==> src/include/shs_pkg.sv <==
// Constants, codes and carrier types for the servo homing sequencer
package shs_pkg;

  localparam int          CLOCK_HZ       = 200_000_000;
  localparam int          STOP_TIME_MS   = 1000;
  localparam int          STOP_CYCLES    = (CLOCK_HZ / 1000) * STOP_TIME_MS;

  // Register byte offsets
  localparam logic [7:0]  OFS_CTRL       = 8'h00;
  localparam logic [7:0]  OFS_STATUS     = 8'h04;
  localparam logic [7:0]  OFS_OFFSET     = 8'h08;
  localparam logic [7:0]  OFS_MAXPATH    = 8'h0c;
  localparam logic [7:0]  OFS_SPEED      = 8'h10;
  localparam logic [7:0]  OFS_ACCEL      = 8'h1c;
  localparam logic [7:0]  OFS_HOME       = 8'h28;
  localparam logic [7:0]  OFS_ZERO       = 8'h2c;

  // Field positions
  localparam int          CTRL_HAE_BIT   = 8;
  localparam int          CTRL_GOZ_BIT   = 9;
  localparam int          CTRL_START_BIT = 16;

  // Method codes, two's complement bytes
  localparam logic [7:0]  M_LIM_NEG_IDX  = 8'h01;
  localparam logic [7:0]  M_LIM_POS_IDX  = 8'h02;
  localparam logic [7:0]  M_LIM_NEG      = 8'h11;
  localparam logic [7:0]  M_LIM_POS      = 8'h12;
  localparam logic [7:0]  M_IDX_NEG      = 8'h21;
  localparam logic [7:0]  M_IDX_POS      = 8'h22;
  localparam logic [7:0]  M_NONE         = 8'h23;
  localparam logic [7:0]  M_STOP_NEG_IDX = 8'hff;
  localparam logic [7:0]  M_STOP_POS_IDX = 8'hfe;
  localparam logic [7:0]  M_STOP_NEG     = 8'hef;
  localparam logic [7:0]  M_STOP_POS     = 8'hee;

  localparam logic [1:0]  ERR_NONE       = 2'h0;
  localparam logic [1:0]  ERR_PATH       = 2'h1;
  localparam logic [1:0]  ERR_BEYOND     = 2'h2;
  localparam logic [1:0]  ERR_METHOD     = 2'h3;

  // Phase indices into speed and accel tables
  localparam int          PH_SEARCH      = 0;
  localparam int          PH_CRAWL       = 1;
  localparam int          PH_RUN         = 2;

  // Reset values
  localparam logic [7:0]  RST_METHOD     = M_LIM_NEG;
  localparam logic [31:0] RST_MAXPATH    = 32'h0001_0000;
  localparam logic [47:0] RST_SPEED      = 48'h03e8_0019_0064;
  localparam logic [47:0] RST_ACCEL      = 48'h2710_00fa_03e8;

  typedef enum logic [2:0] {
    ST_IDLE, ST_SEARCH, ST_CRAWL, ST_SEEK_INDEX, ST_GO_ZERO
  } shs_state_t;

  typedef struct packed {
    logic        active;
    logic        dir_pos;
    logic [15:0] speed;
    logic [15:0] accel;
  } shs_motion_t;

  typedef struct packed {
    shs_state_t       state;
    logic [7:0]       method;
    logic             home_at_en;
    logic             go_zero;
    logic [31:0]      offset;
    logic [31:0]      max_path;
    logic [2:0][15:0] speed;
    logic [2:0][15:0] accel;
    logic             done;
    logic             err;
    logic [1:0]       err_code;
    logic             dir;
    logic             rev;
    logic [31:0]      start_pos;
    logic [31:0]      home;
    logic [31:0]      zero;
    logic [27:0]      timer;
    logic             prev_lim_n;
    logic             prev_lim_p;
    logic             prev_idx;
    logic             prev_en;
    logic             strap_taken;
    logic [31:0]      rdata;
    logic             do_target;
    logic             do_remain;
    logic             do_home;
    shs_motion_t      motion;
  } shs_regs_t;

endpackage : shs_pkg

==> src/design/shs_homing_sequencer.sv <==
// Homing sequencer: method state machine, register port and status outputs
`timescale 1ns/10ps
module shs_homing_sequencer #(
  parameter int STOP_CYCLES = shs_pkg::STOP_CYCLES
) (
  input  wire logic          clock_in,
  input  wire logic          reset_in,
  input  wire logic [7:0]    addr_in,
  input  wire logic [31:0]   wdata_in,
  input  wire logic          wr_in,
  input  wire logic          rd_in,
  output logic [31:0]        rdata_out,
  input  wire logic [31:0]   position_in,
  input  wire logic          limit_neg_in,
  input  wire logic          limit_pos_in,
  input  wire logic          index_in,
  input  wire logic          blocked_in,
  input  wire logic          enable_in,
  input  wire logic          multiturn_in,
  input  wire logic          pos_mode_in,
  input  wire logic          target_reached_in,
  input  wire logic          remaining_in,
  output shs_pkg::shs_motion_t motion_out,
  output logic               home_done_out,
  output logic               error_out,
  output logic               target_out,
  output logic               remain_out,
  output logic [31:0]        zero_pos_out
);

  localparam logic [27:0] STOP_LAST = 28'(STOP_CYCLES - 1);

  shs_pkg::shs_regs_t s;
  shs_pkg::shs_regs_t next_s;

  logic        start_req;
  logic        fin;
  logic [31:0] home_val;
  logic        lim_hit;
  logic        lim_rise;
  logic        lim_fall;
  logic        idx_rise;
  logic [31:0] trav;
  logic [31:0] trav_abs;
  logic        kind_lim;
  logic        kind_lim_idx;
  logic        kind_idx;
  logic        kind_stop;
  logic        kind_stop_idx;
  logic        beyond;
  logic        zero_reached;

  ////////////////////////////////////////////////////////////////////////////////

  // Method classification always follows the stored method
  always_comb begin
    kind_lim_idx  = (s.method == shs_pkg::M_LIM_NEG_IDX) || (s.method == shs_pkg::M_LIM_POS_IDX);
    kind_lim      = (s.method == shs_pkg::M_LIM_NEG) || (s.method == shs_pkg::M_LIM_POS);
    kind_idx      = (s.method == shs_pkg::M_IDX_NEG) || (s.method == shs_pkg::M_IDX_POS);
    kind_stop_idx = (s.method == shs_pkg::M_STOP_NEG_IDX) ||
                    (s.method == shs_pkg::M_STOP_POS_IDX);
    kind_stop     = (s.method == shs_pkg::M_STOP_NEG) || (s.method == shs_pkg::M_STOP_POS);
    lim_hit       = s.dir ? limit_pos_in : limit_neg_in;
    lim_rise      = lim_hit && !(s.dir ? s.prev_lim_p : s.prev_lim_n);
    lim_fall      = !lim_hit && (s.dir ? s.prev_lim_p : s.prev_lim_n);
    idx_rise      = index_in && !s.prev_idx;
    trav          = position_in - s.start_pos;
    trav_abs      = trav[31] ? (32'h0 - trav) : trav;
    beyond        = (s.method != shs_pkg::M_NONE) &&
                    (s.dir ? ($signed(s.offset) > 0) : ($signed(s.offset) < 0));
    zero_reached  = s.motion.dir_pos ? ($signed(position_in) >= $signed(s.zero)) :
                                       ($signed(position_in) <= $signed(s.zero));
  end

  ////////////////////////////////////////////////////////////////////////////////

  always_comb begin
    next_s            = s;
    fin               = 1'b0;
    home_val          = position_in;
    next_s.rdata      = 32'h0;
    next_s.prev_lim_n = limit_neg_in;
    next_s.prev_lim_p = limit_pos_in;
    next_s.prev_idx   = index_in;
    next_s.prev_en    = enable_in;
    next_s.strap_taken = 1'b1;
    // Strap caught on the first clocked cycle after release
    if (!s.strap_taken) begin
      next_s.done = multiturn_in;
    end

    // Register writes
    if (wr_in) begin
      unique case (addr_in)
        shs_pkg::OFS_CTRL: begin
          next_s.method     = wdata_in[7:0];
          next_s.home_at_en = wdata_in[shs_pkg::CTRL_HAE_BIT];
          next_s.go_zero    = wdata_in[shs_pkg::CTRL_GOZ_BIT];
        end
        shs_pkg::OFS_OFFSET:  next_s.offset   = wdata_in;
        shs_pkg::OFS_MAXPATH: next_s.max_path = wdata_in;
        default: begin
          for (int i = 0; i < 3; i++) begin
            if (addr_in == shs_pkg::OFS_SPEED + 8'(4 * i)) begin
              next_s.speed[i] = wdata_in[15:0];
            end
            if (addr_in == shs_pkg::OFS_ACCEL + 8'(4 * i)) begin
              next_s.accel[i] = wdata_in[15:0];
            end
          end
        end
      endcase
    end

    // Register reads, data stands in the following cycle only
    if (rd_in) begin
      unique case (addr_in)
        shs_pkg::OFS_CTRL: next_s.rdata = {22'h0, s.go_zero, s.home_at_en, s.method};
        shs_pkg::OFS_STATUS: next_s.rdata = {21'h0, s.state, 2'h0, s.err_code,
                                             2'h0, s.err, s.done};
        shs_pkg::OFS_OFFSET:  next_s.rdata = s.offset;
        shs_pkg::OFS_MAXPATH: next_s.rdata = s.max_path;
        shs_pkg::OFS_HOME:    next_s.rdata = s.home;
        shs_pkg::OFS_ZERO:    next_s.rdata = s.zero;
        default: begin
          for (int i = 0; i < 3; i++) begin
            if (addr_in == shs_pkg::OFS_SPEED + 8'(4 * i)) begin
              next_s.rdata = {16'h0, s.speed[i]};
            end
            if (addr_in == shs_pkg::OFS_ACCEL + 8'(4 * i)) begin
              next_s.rdata = {16'h0, s.accel[i]};
            end
          end
        end
      endcase
    end

    start_req = (wr_in && addr_in == shs_pkg::OFS_CTRL && wdata_in[shs_pkg::CTRL_START_BIT]) ||
                (s.home_at_en && enable_in && !s.prev_en);

    unique case (s.state)
      shs_pkg::ST_IDLE: begin
      end
      shs_pkg::ST_SEARCH: begin
        if (kind_idx && idx_rise) begin
          fin = 1'b1;
        end else if ((kind_lim || kind_lim_idx) && lim_rise) begin
          next_s.state = shs_pkg::ST_CRAWL;
          next_s.rev   = 1'b1;
        end else if ((kind_lim || kind_lim_idx) && trav_abs > s.max_path) begin
          next_s.state    = shs_pkg::ST_IDLE;
          next_s.err      = 1'b1;
          next_s.err_code = shs_pkg::ERR_PATH;
          next_s.done     = 1'b0;
        end else if (kind_stop || kind_stop_idx) begin
          // Counter restarts whenever motion frees up again
          next_s.timer = blocked_in ? s.timer + 28'h1 : 28'h0;
          if (blocked_in && s.timer == STOP_LAST) begin
            if (kind_stop) begin
              fin = 1'b1;
            end else begin
              next_s.state = shs_pkg::ST_SEEK_INDEX;
              next_s.rev   = 1'b1;
            end
          end
        end
      end
      shs_pkg::ST_CRAWL: begin
        if (lim_fall) begin
          if (kind_lim) begin
            fin = 1'b1;
          end else begin
            next_s.state = shs_pkg::ST_SEEK_INDEX;
          end
        end
      end
      shs_pkg::ST_SEEK_INDEX: begin
        if (idx_rise) begin
          fin = 1'b1;
        end
      end
      shs_pkg::ST_GO_ZERO: begin
        if (zero_reached) begin
          next_s.state = shs_pkg::ST_IDLE;
          next_s.done  = 1'b1;
        end
      end
    endcase

    if (fin) begin
      next_s.home = home_val;
      next_s.zero = home_val + s.offset;
      if (!s.go_zero) begin
        next_s.state = shs_pkg::ST_IDLE;
        next_s.done  = 1'b1;
      end else if (beyond) begin
        next_s.state    = shs_pkg::ST_IDLE;
        next_s.err      = 1'b1;
        next_s.err_code = shs_pkg::ERR_BEYOND;
        next_s.done     = 1'b0;
      end else begin
        next_s.state = shs_pkg::ST_GO_ZERO;
        next_s.rev   = s.dir ^ ($signed(s.offset) > 0);
      end
    end

    // A new start overrides any run in progress
    if (start_req) begin
      next_s.done      = 1'b0;
      next_s.err       = 1'b0;
      next_s.err_code  = shs_pkg::ERR_NONE;
      next_s.start_pos = position_in;
      next_s.timer     = 28'h0;
      next_s.rev       = 1'b0;
      next_s.dir       = (next_s.method == shs_pkg::M_LIM_POS_IDX) ||
                         (next_s.method == shs_pkg::M_LIM_POS) ||
                         (next_s.method == shs_pkg::M_IDX_POS) ||
                         (next_s.method == shs_pkg::M_STOP_POS_IDX) ||
                         (next_s.method == shs_pkg::M_STOP_POS);
      unique case (next_s.method)
        shs_pkg::M_NONE: begin
          next_s.state = shs_pkg::ST_IDLE;
          next_s.home  = position_in;
          next_s.zero  = position_in + next_s.offset;
          next_s.done  = !next_s.go_zero;
          if (next_s.go_zero) begin
            next_s.state = shs_pkg::ST_GO_ZERO;
            // Search direction is negative here, so rev alone points toward zero
            next_s.rev   = $signed(next_s.offset) > 0;
          end
        end
        shs_pkg::M_LIM_NEG_IDX, shs_pkg::M_LIM_POS_IDX, shs_pkg::M_LIM_NEG,
        shs_pkg::M_LIM_POS, shs_pkg::M_IDX_NEG, shs_pkg::M_IDX_POS,
        shs_pkg::M_STOP_NEG_IDX, shs_pkg::M_STOP_POS_IDX, shs_pkg::M_STOP_NEG,
        shs_pkg::M_STOP_POS: begin
          next_s.state = shs_pkg::ST_SEARCH;
        end
        default: begin
          next_s.state    = shs_pkg::ST_IDLE;
          next_s.err      = 1'b1;
          next_s.err_code = shs_pkg::ERR_METHOD;
        end
      endcase
    end

    // Motion command per phase
    next_s.motion.active  = next_s.state != shs_pkg::ST_IDLE;
    next_s.motion.dir_pos = next_s.dir ^ next_s.rev;
    unique case (next_s.state)
      shs_pkg::ST_SEARCH: begin
        next_s.motion.speed = next_s.speed[shs_pkg::PH_SEARCH];
        next_s.motion.accel = next_s.accel[shs_pkg::PH_SEARCH];
      end
      shs_pkg::ST_CRAWL, shs_pkg::ST_SEEK_INDEX: begin
        next_s.motion.speed = next_s.speed[shs_pkg::PH_CRAWL];
        next_s.motion.accel = next_s.accel[shs_pkg::PH_CRAWL];
      end
      shs_pkg::ST_GO_ZERO: begin
        next_s.motion.speed = next_s.speed[shs_pkg::PH_RUN];
        next_s.motion.accel = next_s.accel[shs_pkg::PH_RUN];
      end
      shs_pkg::ST_IDLE: begin
        next_s.motion.speed = 16'h0;
        next_s.motion.accel = 16'h0;
      end
    endcase

    // Outputs only meaningful in positioning mode
    next_s.do_target = pos_mode_in && target_reached_in;
    next_s.do_remain = pos_mode_in && remaining_in;
    next_s.do_home   = pos_mode_in && next_s.done;
  end

  ////////////////////////////////////////////////////////////////////////////////

  always_ff @(posedge clock_in or posedge reset_in) begin
    if (reset_in) begin
      s          <= '0;
      s.state    <= shs_pkg::ST_IDLE;
      s.method   <= shs_pkg::RST_METHOD;
      s.max_path <= shs_pkg::RST_MAXPATH;
      s.speed    <= shs_pkg::RST_SPEED;
      s.accel    <= shs_pkg::RST_ACCEL;
    end else begin
      s <= next_s;
    end
  end

  assign rdata_out     = s.rdata;
  assign motion_out    = s.motion;
  assign home_done_out = s.do_home;
  assign error_out     = s.err;
  assign target_out    = s.do_target;
  assign remain_out    = s.do_remain;
  assign zero_pos_out  = s.zero;
endmodule : shs_homing_sequencer

==> config.mk <==
export PLATFORM = sky130hd
export DESIGN_NAME = shs_homing_sequencer
export DESIGN_NICKNAME = d
export VERILOG_FILES = /design/src/include/shs_pkg.sv /design/src/design/shs_homing_sequencer.sv
export SDC_FILE = /design/constraint.sdc
export NUM_CORES = 1
export LEC_CHECK = 0
export BUFFER_PORTS_ARGS = -buffer_cell sky130_fd_sc_hd__buf_2
export CORE_ASPECT_RATIO = 0.5
export CORE_MARGIN = 1
export CORE_UTILIZATION = 40
export DETAILED_ROUTE_END_ITERATION = 8
export GPL_ROUTABILITY_DRIVEN = 0
export GPL_TIMING_DRIVEN = 0
export PLACE_DENSITY = 0.58
export SLEW_MARGIN = 5
export SYNTH_ARGS = -nofsm -noshare
export SYNTH_HDL_FRONTEND = slang
export SYNTH_SLANG_ARGS = --single-unit
export TNS_END_PERCENT = 1
==> constraint.sdc <==
create_clock -name clock_in -period 14.7 [get_ports clock_in]
set_input_delay 2.94 -clock clock_in [delete_from_list [all_inputs] [get_ports clock_in]]
set_output_delay 2.94 -clock clock_in [all_outputs]
set_load 0.005 [all_outputs]
==> implementation parameters, run 1 <==
Parameter                              Value

Pwr
  Sequential cell fraction of total power ... 0.328
  Clock network fraction of total power ... 0.277
  Total design power ... 3976 µW
  Leakage Power ... 0.01343 µW
  Combinational Power Share ... 0.395
  Int Pwr ... 2487 µW
  Switching share of power ... 0.3745
  Maximum resistive drop on vdd ... between 60 and 70 µV
  Switching power total ... ~1500 µW
  Power density over the cells ... 141.9 nW/µm²

Hold path
  Launch instance of the worst min-delay path ... s[197]
  Path class of the lowest-slack min-delay path ... flop to flop
  Worst hold path endpoint ... s[197]
  Hold Path Depth ... 2

STA
  Number of slew-limit violations in the final report ... 3
  Final worst path period share ... 0.6820
  RSZ-0062 raised after global routing ... no
  Pin slew with the least headroom to its limit ... 1.529 ns
  Shortest period the worst path allows ... around 10 ns
  Worst slew slack as a fraction of its limit ... -0.02870
  Setup-failing EPs final ... 0
  Final hold vios ... 0
  Sum Neg Setup Slack ... 0 ns
  Final Skew ... 0.02621 ns
  Achievable frequency ... 99.75 MHz

Worst setup path
  Capturing point of the worst reg2reg path ... motion_out[5]
  Kind of critical path ... input pin to flop
  Register-to-register setup slack ... 7.02 ns
  CP Data Required Time ... 15.13 ns
  WP data arrival ... 10.45 ns
  Largest driver fanout on the critical path ... 10
  Setup crit end kind ... flop
  R2r startpoint ... s[166]
  Category of the worst setup path launch point ... input pin
  Worst-case reg-to-reg path depth ... 24

CTS
  TritonCTS clock tree ... done
  Post_cts resized ... 0
  Hold-fix buffers, CTS ... 0
  # Post-CTS Setup Buffers ... 0
  Number of clock buffers inserted by TritonCTS ... 40
  Deepest level of the CTS H-tree ... 2
  Clock tree sinks ... 377
  Clock slew at the register clock pins of the worst setup and hold paths ... 0.06 ns
  Buffer depth of the longest clock path ... 3
  Clock latency of the later-clocked register in the worst-skew pair ... 0.59 ns
  Clk Tree Root Cell ... clkbuf_16

Global routing
  Number of global-route vias before repair ... just over 20000
  Met2 track demand over resource ... 0.4244
  GRT met3 Usage ... 0.05203
  Pin count of the biggest net entering global routing ... 123
  Overall routing resource usage ... 0.2726
  Remaining global-route overflow ... 0
  Peak-usage layer in the global routing report ... met2
  Met1 usage ... 0.3803
  First-pass GRT wire length ... 129.3 mm
  Antenna violations before repair ... 4

Layout
  Filler cell count in the final layout ... 5831
  Area growth from synthesis to final layout ... 13.79%
  Ratio of cells with drive above 1 in the final layout ... 0.2139
  Commonest cells after routing, fill and taps aside ... dfrtp_1, buf_2, nand2_1
  Layout Nets ... 3051
  Cell area after layout ... 28030 µm²
  Most frequent standard cell in the layout excluding fill and tap cells ... dfrtp_1

Synth
  Number of warnings issued by yosys ... 0
  Share of synthesized registers carrying an async set or reset ... 1.000
  Number of enable-type register cells in the synthesized netlist ... 0
  Number of nets produced by synthesis ... between 2000 and 3000
  Synthesized netlist cell count ... ~2600
  Summed instance area of the synthesized netlist ... 24630 µm²
  Part of the Yosys area used for sequential elements ... 0.3846
  Dominant synthesized flop cell ... dfrtp_1
  Synthesized area per cell ... 9.551 µm²
  Unique cell type count in the Yosys netlist ... 89
  Flop and latch count out of synthesis ... 377

Drt
  Final routed wirelength across all metal layers ... approximately 87 mm
  DRC Markers ... 0
  DR vias/cell ... 5.929
  DRT Pass-1 Iters ... 6
  Iteration-0 DRC count of the detailed router ... about 2500
  Total via count in the routed design ... about 22000
  Wire length per cell ... 23.82 µm
  Remaining number of nets flagged by the antenna check after routing ... 0

Placed design
  Cell area reported after detailed placement ... 26640 µm²
  Port buffer count ... 180
  Post-detailed-placement half-perimeter wirelength ... 66.12 mm

Floorplan
  Die outline area ... between 60000 and 70000 µm²
  Chip height ... roughly 180 µm
  Number of placement rows ... 63
  Initial Util ... 0.4101
  Core footprint ... between 60000 and 70000 µm²
  Die width ... 352.9 µm
  Io pins ... 187

Outcome
  Outcome ... complete, but fails checks
  Failing checks ... max-capacitance violations, max-slew violations

Run
  Max-capacitance violation count ... 1
how the worst max path moves through the flow:
stage                   start              to  slack [ns]  depth (start not counted)
2_1_floorplan        reset_in       error_out        1.34                          1
3_3_place_gp         reset_in  motion_out[17]       -3.66                          2
3_5_place_dp   position_in[0]   motion_out[5]        4.36                         26
4_1_cts        position_in[0]   motion_out[5]        4.91                         26
5_1_grt        position_in[0]  motion_out[22]        4.26                         27
6_report       position_in[0]   motion_out[5]        4.67                         26
flip-flops by register name, indices dropped and copies added (netlist names):
register,flops
s,275
motion_out,34
rdata_out,32
zero_pos_out,32
error_out,1
home_done_out,1
remain_out,1
target_out,1
per-stage QoR:
stage                     std cells  hold slack [ns]  utilization  setup slack, ns
after CTS                      3645           0.4929       0.4663            4.910
after global placement         3571           0.4698       0.4420           -3.662
final                          3649           0.4922       0.4666            4.675
after floorplan                2579           0.4498            -            1.341
after detailed placement       3574           0.4798       0.4436            4.362
after global routing           3648           0.5180       0.4666            4.261
power by group through the flow:
stage	combinational (µW)	clock, µW	sequential (µW)
after global placement	1510	0	1320
final	1570	1100	1300
after detailed placement	1540	0	1320
after CTS	1550	1110	1300
after floorplan	1140	0	1260
after global routing	1750	1160	1310
worst max-delay path, stage by stage:
cell and delay (ns):
buf_2 0.15, inv_1 0.14, ha_1 0.18, inv_1 0.05, fa_1 0.44, a211oi_2 0.24
o211ai_1 0.23, a21boi_1 0.39, xnor2_1 0.20, nor4_1 0.36, nand4bb_1 0.19, nor3_1 0.51
nand3_1 0.32, o41ai_1 0.52, xor2_1 0.13, ha_1 0.31, nand4_1 0.18, nor4_1 0.73
o21ai_0 0.21, a21o_1 0.28, a221o_1 0.39, or2_1 0.25, clkbuf_1 0.24, clkbuf_1 0.31
and3_1 0.22, a221o_1 0.31
synthesized netlist by cell type, drive strengths merged, types with 9 or more instances:
master	number	area, µm²
a221o	24	240.2
o31ai	11	82.58
and4	11	96.34
buf	125	869.6
nor4	29	181.4
o211ai	9	67.56
nand2b	15	93.84
xnor2	66	578.1
o21ai	140	700.7
a22o	19	166.4
and3	43	269.0
nor3	40	200.2
dfrtp	345	8633
o21bai	14	105.1
nand2	187	701.9
o311ai	12	105.1
dfstp	32	840.8
a21o	63	473.0
inv	155	581.8
and2	12	75.07
a211oi	38	307.8
a21oi	162	814.5
a31oi	27	168.9
nand4	29	181.4
ha	159	1989
mux2	183	2061
a22oi	82	615.6
nor2	140	528.0
or2	10	62.56
nand3	64	320.3
o21a	13	97.59
clkbuf	87	326.6
xor2	50	437.9
a221oi	32	280.3
mux2i	24	240.2
logic make-up after synthesis:
| logic type | share of synthesized area |
|---|---|
| AOI/OAI and AO/OA | 0.2000 |
| and+or+nand+nor | 0.1251 |
| DFF | 0.3846 |
| buffers and inverters | 0.07218 |
| muxes | 0.09342 |
| adders and majority gates | 0.08321 |
| xor gates and xnor gates | 0.04125 |
| other | 0.0001522 |
layout make-up:
cell class                      count  area (µm²)  share of cell area
Multi-Input combinational cell   1835       13390              0.4778
Sequential cell                   377        9474              0.3380
Buffer                            212        1196             0.04268
Clock buffer                       55        1139             0.04062
Tap cell                          812        1016             0.03625
Timing Repair Buffer              183       983.4             0.03509
Inverter                          155       589.3             0.02103
Clock inverter                     16       229.0            0.008170
Antenna cell                        4       10.01           0.0003571
layer usage:
layer	wire length, µm	up-vias
li1	-	9843
met2	38370	846
met1	38700	10794
met5	0	-
met4	2705	0
met3	7131	151
No activity file was read; power rests on OpenSTA's default activity.
==> run 2, diff against run 1 <==
==> constraint.sdc (replaced) <==
create_clock -name clock_in -period 9.4 [get_ports clock_in]
set_input_delay 1.88 -clock clock_in [delete_from_list [all_inputs] [get_ports clock_in]]
set_output_delay 1.88 -clock clock_in [all_outputs]
set_load 0.005 [all_outputs]
==> run 2 against run 1 <==
Compared with the run above:
- the flow now finishes without violations
- final cell count is 0.27% higher
- first-iteration DRC count is 14% lower
- die area stayed put
- utilization is 0.19 points higher
- largest cell class unchanged
==> implementation parameters, run 2 (synthesized netlist as in run 1, its figures left out) <==
Parameter                              Value

CTS
  Deepest level of the CTS H-tree ... 2
  Clk Tree Root Cell ... clkbuf_16
  Clock latency of the later-clocked register in the worst-skew pair ... 0.59 ns
  TritonCTS clock tree ... done
  Number of clock buffers inserted by TritonCTS ... 39
  Clock tree sinks ... between 300 and 400
  Clock slew at the register clock pins of the worst setup and hold paths ... 0.06 ns
  # Post-CTS Setup Buffers ... 0
  Hold-fix buffers, CTS ... 0
  Buffer depth of the longest clock path ... 3

Worst setup path
  Largest stage delay on the critical path ... 0.54 ns
  Largest driver fanout on the critical path ... 10
  WP data arrival ... 9.18 ns
  Setup crit end kind ... flop
  CP Data Required Time ... 9.83 ns
  Category of the worst setup path launch point ... input pin
  Register-to-register setup slack ... just under 2 ns
  Worst path slowest cell ... nor3_1
  Kind of critical path ... input pin to flop

Layout
  Cell area after layout ... ~28000 µm²
  Max FFs per register ... 275
  Layout Nets ... 3059
  Sequential cell area ... 9474 µm²
  Register with the highest flop count ... s
  Area growth from synthesis to final layout ... 14.25%
  Filler cell count in the final layout ... 5852
  Ratio of cells with drive above 1 in the final layout ... 0.2157
  Most frequent standard cell in the layout excluding fill and tap cells ... dfrtp_1
  Area used by multi-input combinational logic ... 13390 µm²
  Commonest cells after routing, fill and taps aside ... dfrtp_1, buf_2, nand2_1

STA
  Number of slew-limit violations in the final report ... 0
  Final hold vios ... 0
  RSZ-0062 raised after global routing ... no
  Pin slew with the least headroom to its limit ... between 1 and 1.5 ns
  Sum Neg Setup Slack ... 0 ns
  Worst slew slack as a fraction of its limit ... 0.04528
  Achievable frequency ... 114.4 MHz
  Setup-failing EPs final ... 0
  Final worst path period share ... 0.9301
  Final hold slack ... about 0.49 ns
  Shortest period the worst path allows ... 8.743 ns
  Final Skew ... between 0.02 and 0.03 ns

Floorplan
  Chip height ... between 150 and 200 µm
  Core footprint ... 60070 µm²
  Initial Util ... 0.4101
  Die width ... 352.9 µm
  Io pins ... 187
  Die outline area ... 62640 µm²
  Number of placement rows ... 63

Pwr
  Maximum resistive drop on vdd ... roughly 110 µV
  Total design power ... 6185 µW
  Leakage Power ... 0.01348 µW
  Power density over the cells ... 219.8 nW/µm²

Drt
  Remaining number of nets flagged by the antenna check after routing ... 0
  DRC Markers ... 0
  DR vias/cell ... 5.878
  Iteration-0 DRC count of the detailed router ... 2153
  Final routed wirelength across all metal layers ... approximately 87 mm
  Wire length per cell ... 23.80 µm
  Total via count in the routed design ... 21507
  DRT Pass-1 Iters ... 5

Placed design
  Port buffer count ... 180
  Cell area reported after detailed placement ... 26800 µm²
  Post-detailed-placement half-perimeter wirelength ... 67.19 mm

Outcome
  Outcome ... complete, no violations

Global routing
  Overall routing resource usage ... 0.2748
  Remaining global-route overflow ... 0
  Number of global-route vias before repair ... ~21000
  Pin count of the biggest net entering global routing ... 40
  Antenna violations before repair ... 2
  First-pass GRT wire length ... roughly 130 mm

Run
  Max-capacitance violation count ... 0

Hold path
  Path class of the lowest-slack min-delay path ... flop to flop
[run 2: changes by cell type in the layout (fill, tap and decap cells not counted), moves of 2 or more]
cell,before,now
inv_16,0,2
buf_16,3,0
clkbuf_1,95,97
clkbuf_16,41,39
buf_12,0,12
inv_8,2,0
[run 2: worst max-delay path: cells and delay by family]
family | cells | cell delay [ns]
compound gates | 8 | 2.50
buf+inv | 5 | 0.91
xor+xnor | 2 | 0.33
fa+ha+maj | 3 | 0.93
simple gates | 8 | 2.58
[run 2: report_power, final]
part           leakage (µW)  internal [µW]  switching (µW)
clock              0.000643            944             727
sequential          0.00494           1840             196
combinational       0.00789           1060            1410
[run 2: final timing paths]
| path | from | endpoint | depth (start not counted) |
|---|---|---|---|
| worst max register to register | s[166] | motion_out[5] | 24 |
| max in group asynchronous | reset_in | s[213] | 7 |
| worst max-delay path | position_in[0] | motion_out[5] | 26 |
| worst min register to register | s[166] | s[166] | 2 |
| worst min-delay path | s[166] | s[166] | 2 |
| min in group asynchronous | reset_in | zero_pos_out[24] | 2 |
[run 2: final cells by class]
type / count / area share
plain buffers: 212 / 0.04250
repair buffers: 192 / 0.04055
well taps: 812 / 0.03610
clock buffers: 56 / 0.03944
inverters: 155 / 0.02081
multi-input cells: 1835 / 0.4758
clock inverters: 15 / 0.007692
diodes: 5 / 0.0004446
flip-flops and latches: 377 / 0.3367
[run 2: metal layers]
layer	GRT usage	wire (µm)	share of wire	vias to the layer above
met5	0	0	0	-
met4	0.09076	2793	0.032	0
met3	0.04555	6278	0.072	147
met2	0.4274	38330	0.44	759
met1	0.3880	39690	0.46	10740
li1	-	-	-	9861
[run 2: repair_timing]
action,in CTS,in global routing
resized for setup,0,1
endpoints found under the setup margin,0,23
endpoints found under the hold margin,0,0
[run 2: stage by stage]
stage / util / instances / setup WS, ns
floorplan: - / 2579 / 1.844
global placement: 0.4420 / 3571 / -0.2869
detailed placement: 0.4461 / 3583 / 0.06289
CTS: 0.4682 / 3654 / 0.6686
global route: 0.4684 / 3655 / 0.04258
finish: 0.4685 / 3659 / 0.6567
==> run 3, diff against run 2 <==
--- a/config.mk
+++ b/config.mk
@@ -5,6 +5,7 @@
 export SDC_FILE = /design/constraint.sdc
 export NUM_CORES = 1
 export LEC_CHECK = 0
+export ABC_AREA = 1
 export BUFFER_PORTS_ARGS = -buffer_cell sky130_fd_sc_hd__buf_2
 export CORE_ASPECT_RATIO = 0.5
 export CORE_MARGIN = 1
==> run 3 against run 2 <==
Compared with the run above:
- clock power grew 5%
- synthesized cell count grew 40%
- count of clock-buffer cells in the layout shrank 1
- power grew 13%
- critical path type unchanged
- largest cell class unchanged
- highest routed layer is now met5
==> implementation parameters, run 3 <==
Parameter                              Value

Synth
  Synthesized area per cell ... 7.317 µm²
  Number of warnings issued by yosys ... 0
  Synthesized netlist cell count ... 3599
  Synth cell count leaders ... nand2_1, inv_1, dfrtp_1
  Dominant synthesized flop cell ... dfrtp_1
  Part of the Yosys area used for sequential elements ... 0.3598
  Summed instance area of the synthesized netlist ... 26330 µm²
  Most used standard cell by instance count after synthesis ... nand2_1
  Flop and latch count out of synthesis ... 377
  Number of nets produced by synthesis ... 3846
  Top area cells in the synthesized netlist ... dfrtp_1, nand2_1, inv_1
  Unique cell type count in the Yosys netlist ... 70
  Share of the synthesized area in the top cell type ... 0.3279
  Largest area contributor in the netlist ... dfrtp_1
  Share of synthesized registers carrying an async set or reset ... 1.000
  Number of enable-type register cells in the synthesized netlist ... 0

Floorplan
  Initial Util ... 0.4052
  Chip height ... roughly 180 µm
  Io pins ... 187
  Core footprint ... ~65000 µm²
  Die width ... 364.9 µm
  Number of placement rows ... 66
  Die outline area ... 66930 µm²

Drt
  Final routed wirelength across all metal layers ... 101.2 mm
  Iteration-0 DRC count of the detailed router ... 2859
  DRC Markers ... 0
  Wire length per cell ... 21.32 µm
  DRT Pass-1 Iters ... 7
  Total via count in the routed design ... 26297
  Remaining number of nets flagged by the antenna check after routing ... 0
  DR vias/cell ... 5.539

Layout
  Max FFs per register ... 275
  Register with the highest flop count ... s
  Commonest cells after routing, fill and taps aside ... nand2_1, inv_1, dfrtp_1
  Most frequent standard cell in the layout excluding fill and tap cells ... nand2_1
  Util after Layout ... 0.4614
  Final std cells w/o fill ... 4748
  Area growth from synthesis to final layout ... 13.88%
  Cell area after layout ... 29990 µm²
  Ratio of cells with drive above 1 in the final layout ... 0.1279
  Layout Nets ... slightly above 4000

Global routing
  First-pass GRT wire length ... 150.0 mm
  Met1 usage ... 0.4017
  Remaining global-route overflow ... 0
  Overall routing resource usage ... 0.2995
  GRT met3 Usage ... 0.06513
  Peak-usage layer in the global routing report ... met2
  Pin count of the biggest net entering global routing ... between 40 and 50
  Antenna violations before repair ... 3
  Met2 track demand over resource ... 0.4652
  Number of global-route vias before repair ... 24725

CTS
  Clock slew at the register clock pins of the worst setup and hold paths ... 0.07 ns
  Clock tree sinks ... around 380
  Post_cts resized ... 0
  # Post-CTS Setup Buffers ... 0
  TritonCTS clock tree ... done
  Number of clock buffers inserted by TritonCTS ... 39
  Clock latency of the later-clocked register in the worst-skew pair ... 0.59 ns
  Clk Tree Root Cell ... clkbuf_16
  Hold-fix buffers, CTS ... 0
  Deepest level of the CTS H-tree ... 2
  Buffer depth of the longest clock path ... 3

Worst setup path
  Category of the worst setup path launch point ... input pin
  CP Data Required Time ... 9.88 ns
  Kind of critical path ... input pin to flop
  WP data arrival ... 7.67 ns
  Setup crit end kind ... flop
  Number of gates on the worst path with buffers counted ... 34
  Cell family contributing the most delay on the critical path ... simple AND/OR/NAND/NOR gates
  Worst path slowest cell ... fa_1
  Largest stage delay on the critical path ... 0.50 ns
  Largest driver fanout on the critical path ... 10
  CP most frequent cell ... nand2_1
  Worst-case reg-to-reg path depth ... 33
  Buffering stage count on the worst path with inverters included ... 4

Pwr
  Power density over the cells ... 234.1 nW/µm²
  Switching share of power ... 0.4150
  Int Pwr ... 4106 µW
  Combinational Power Share ... 0.445
  Sequential cell fraction of total power ... 0.306
  Maximum resistive drop on vdd ... 139.0 µV
  Leakage Power ... 0.01511 µW
  Clock network fraction of total power ... 0.249
  Switching power total ... slightly below 3000 µW

STA
  Final Skew ... 0.04372 ns
  Pin slew with the least headroom to its limit ... 0.9800 ns
  Shortest period the worst path allows ... 7.187 ns
  Setup-failing EPs final ... 0
  Number of slew-limit violations in the final report ... 0
  Final hold vios ... 0
  Final worst path period share ... 0.7646
  Achievable frequency ... 139.1 MHz
  RSZ-0062 raised after global routing ... no
  Final critical-path setup slack ... 2.213 ns
  Worst slew slack as a fraction of its limit ... 0.3467

Placed design
  Post-detailed-placement half-perimeter wirelength ... around 80 mm
  Port buffer count ... 180
  Cell area reported after detailed placement ... 28560 µm²
  Inst Count DP ... about 4700
  Post-Place Setup Slack ... 1.842 ns

Run
  Max-capacitance violation count ... 0

Hold path
  Path class of the lowest-slack min-delay path ... flop to flop
  Hold Path Depth ... 2

Outcome
  Outcome ... complete, no violations
==> run 3: changes by cell type after synthesis, sizes merged, moves of 131 or more <==
cell and change:
o21ai +131, mux2 -165, nor2 +144, inv +387, nand2 +593, nand3 +166
==> run 3: worst register-to-register path, delay by kind of cell (launching register included) <==
kind                       cells  cell delay [ns]
AOI/OAI and AO/OA              3             0.48
adders and majority gates      3             0.82
and+or+nand+nor               25             3.50
buffers and inverters          2             0.46
DFF                            1             0.39
==> run 3: worst paths after layout <==
path | slack [ns] | end | startpoint
worst min register to register | 0.48 | s[136] | s[136]
worst max-delay path | 2.21 | motion_out[1] | position_in[0]
min in group asynchronous | 1.36 | s[192] | reset_in
max in group asynchronous | 6.58 | s[207] | reset_in
worst max register to register | 3.66 | motion_out[1] | s[166]
worst min-delay path | 0.48 | s[136] | s[136]
==> run 3: per-stage QoR <==
stage	hold WS, ns	TNS (ns)	power, µW
2_1_floorplan	0.4419	0	4186
5_1_grt	0.5037	0	7494
3_3_place_gp	0.4643	-23.93	5179
6_report	0.4793	0	7019
4_1_cts	0.4760	0	6997
3_5_place_dp	0.4613	0	5224
==> run 3: power by group through the flow <==
| stage | Combinational, µW | Clock, µW | Sequential, µW |
|---|---|---|---|
| global route | 3470 | 1850 | 2180 |
| finish | 3120 | 1750 | 2150 |
| floorplan | 2090 | 0 | 2100 |
| global placement | 3010 | 0 | 2170 |
| detailed placement | 3050 | 0 | 2170 |
| CTS | 3080 | 1770 | 2140 |
==> run 3: routing by layer <==
metal	up-vias	wire, µm
li1	12312	-
met1	12485	42500
met2	1234	44270
met3	264	9599
met4	2	4855
met5	-	13
==> run 3: cells by family after synthesis <==
kind of cell | after synthesis | share of synthesized area
flops | 377 | 0.3598
mux | 19 | 0.008077
other cells | 1 | 0.0001424
compound gates | 745 | 0.1627
simple gates | 1463 | 0.2401
buf+inv | 755 | 0.1254
fa+ha+maj | 162 | 0.07783
xor+xnor | 77 | 0.02590
==> run 3: area by class of cell <==
type / count / area, µm²
Antenna cell: 2 / 5.005
Buffer: 210 / 1257
Clock buffer: 55 / 1126
Clock inverter: 17 / 292.8
Fill cell: 6680 / 35000
Inverter: 545 / 2049
Multi-Input combinational cell: 2467 / 13560
Sequential cell: 377 / 9474
Tap cell: 884 / 1106
Timing Repair Buffer: 191 / 1121
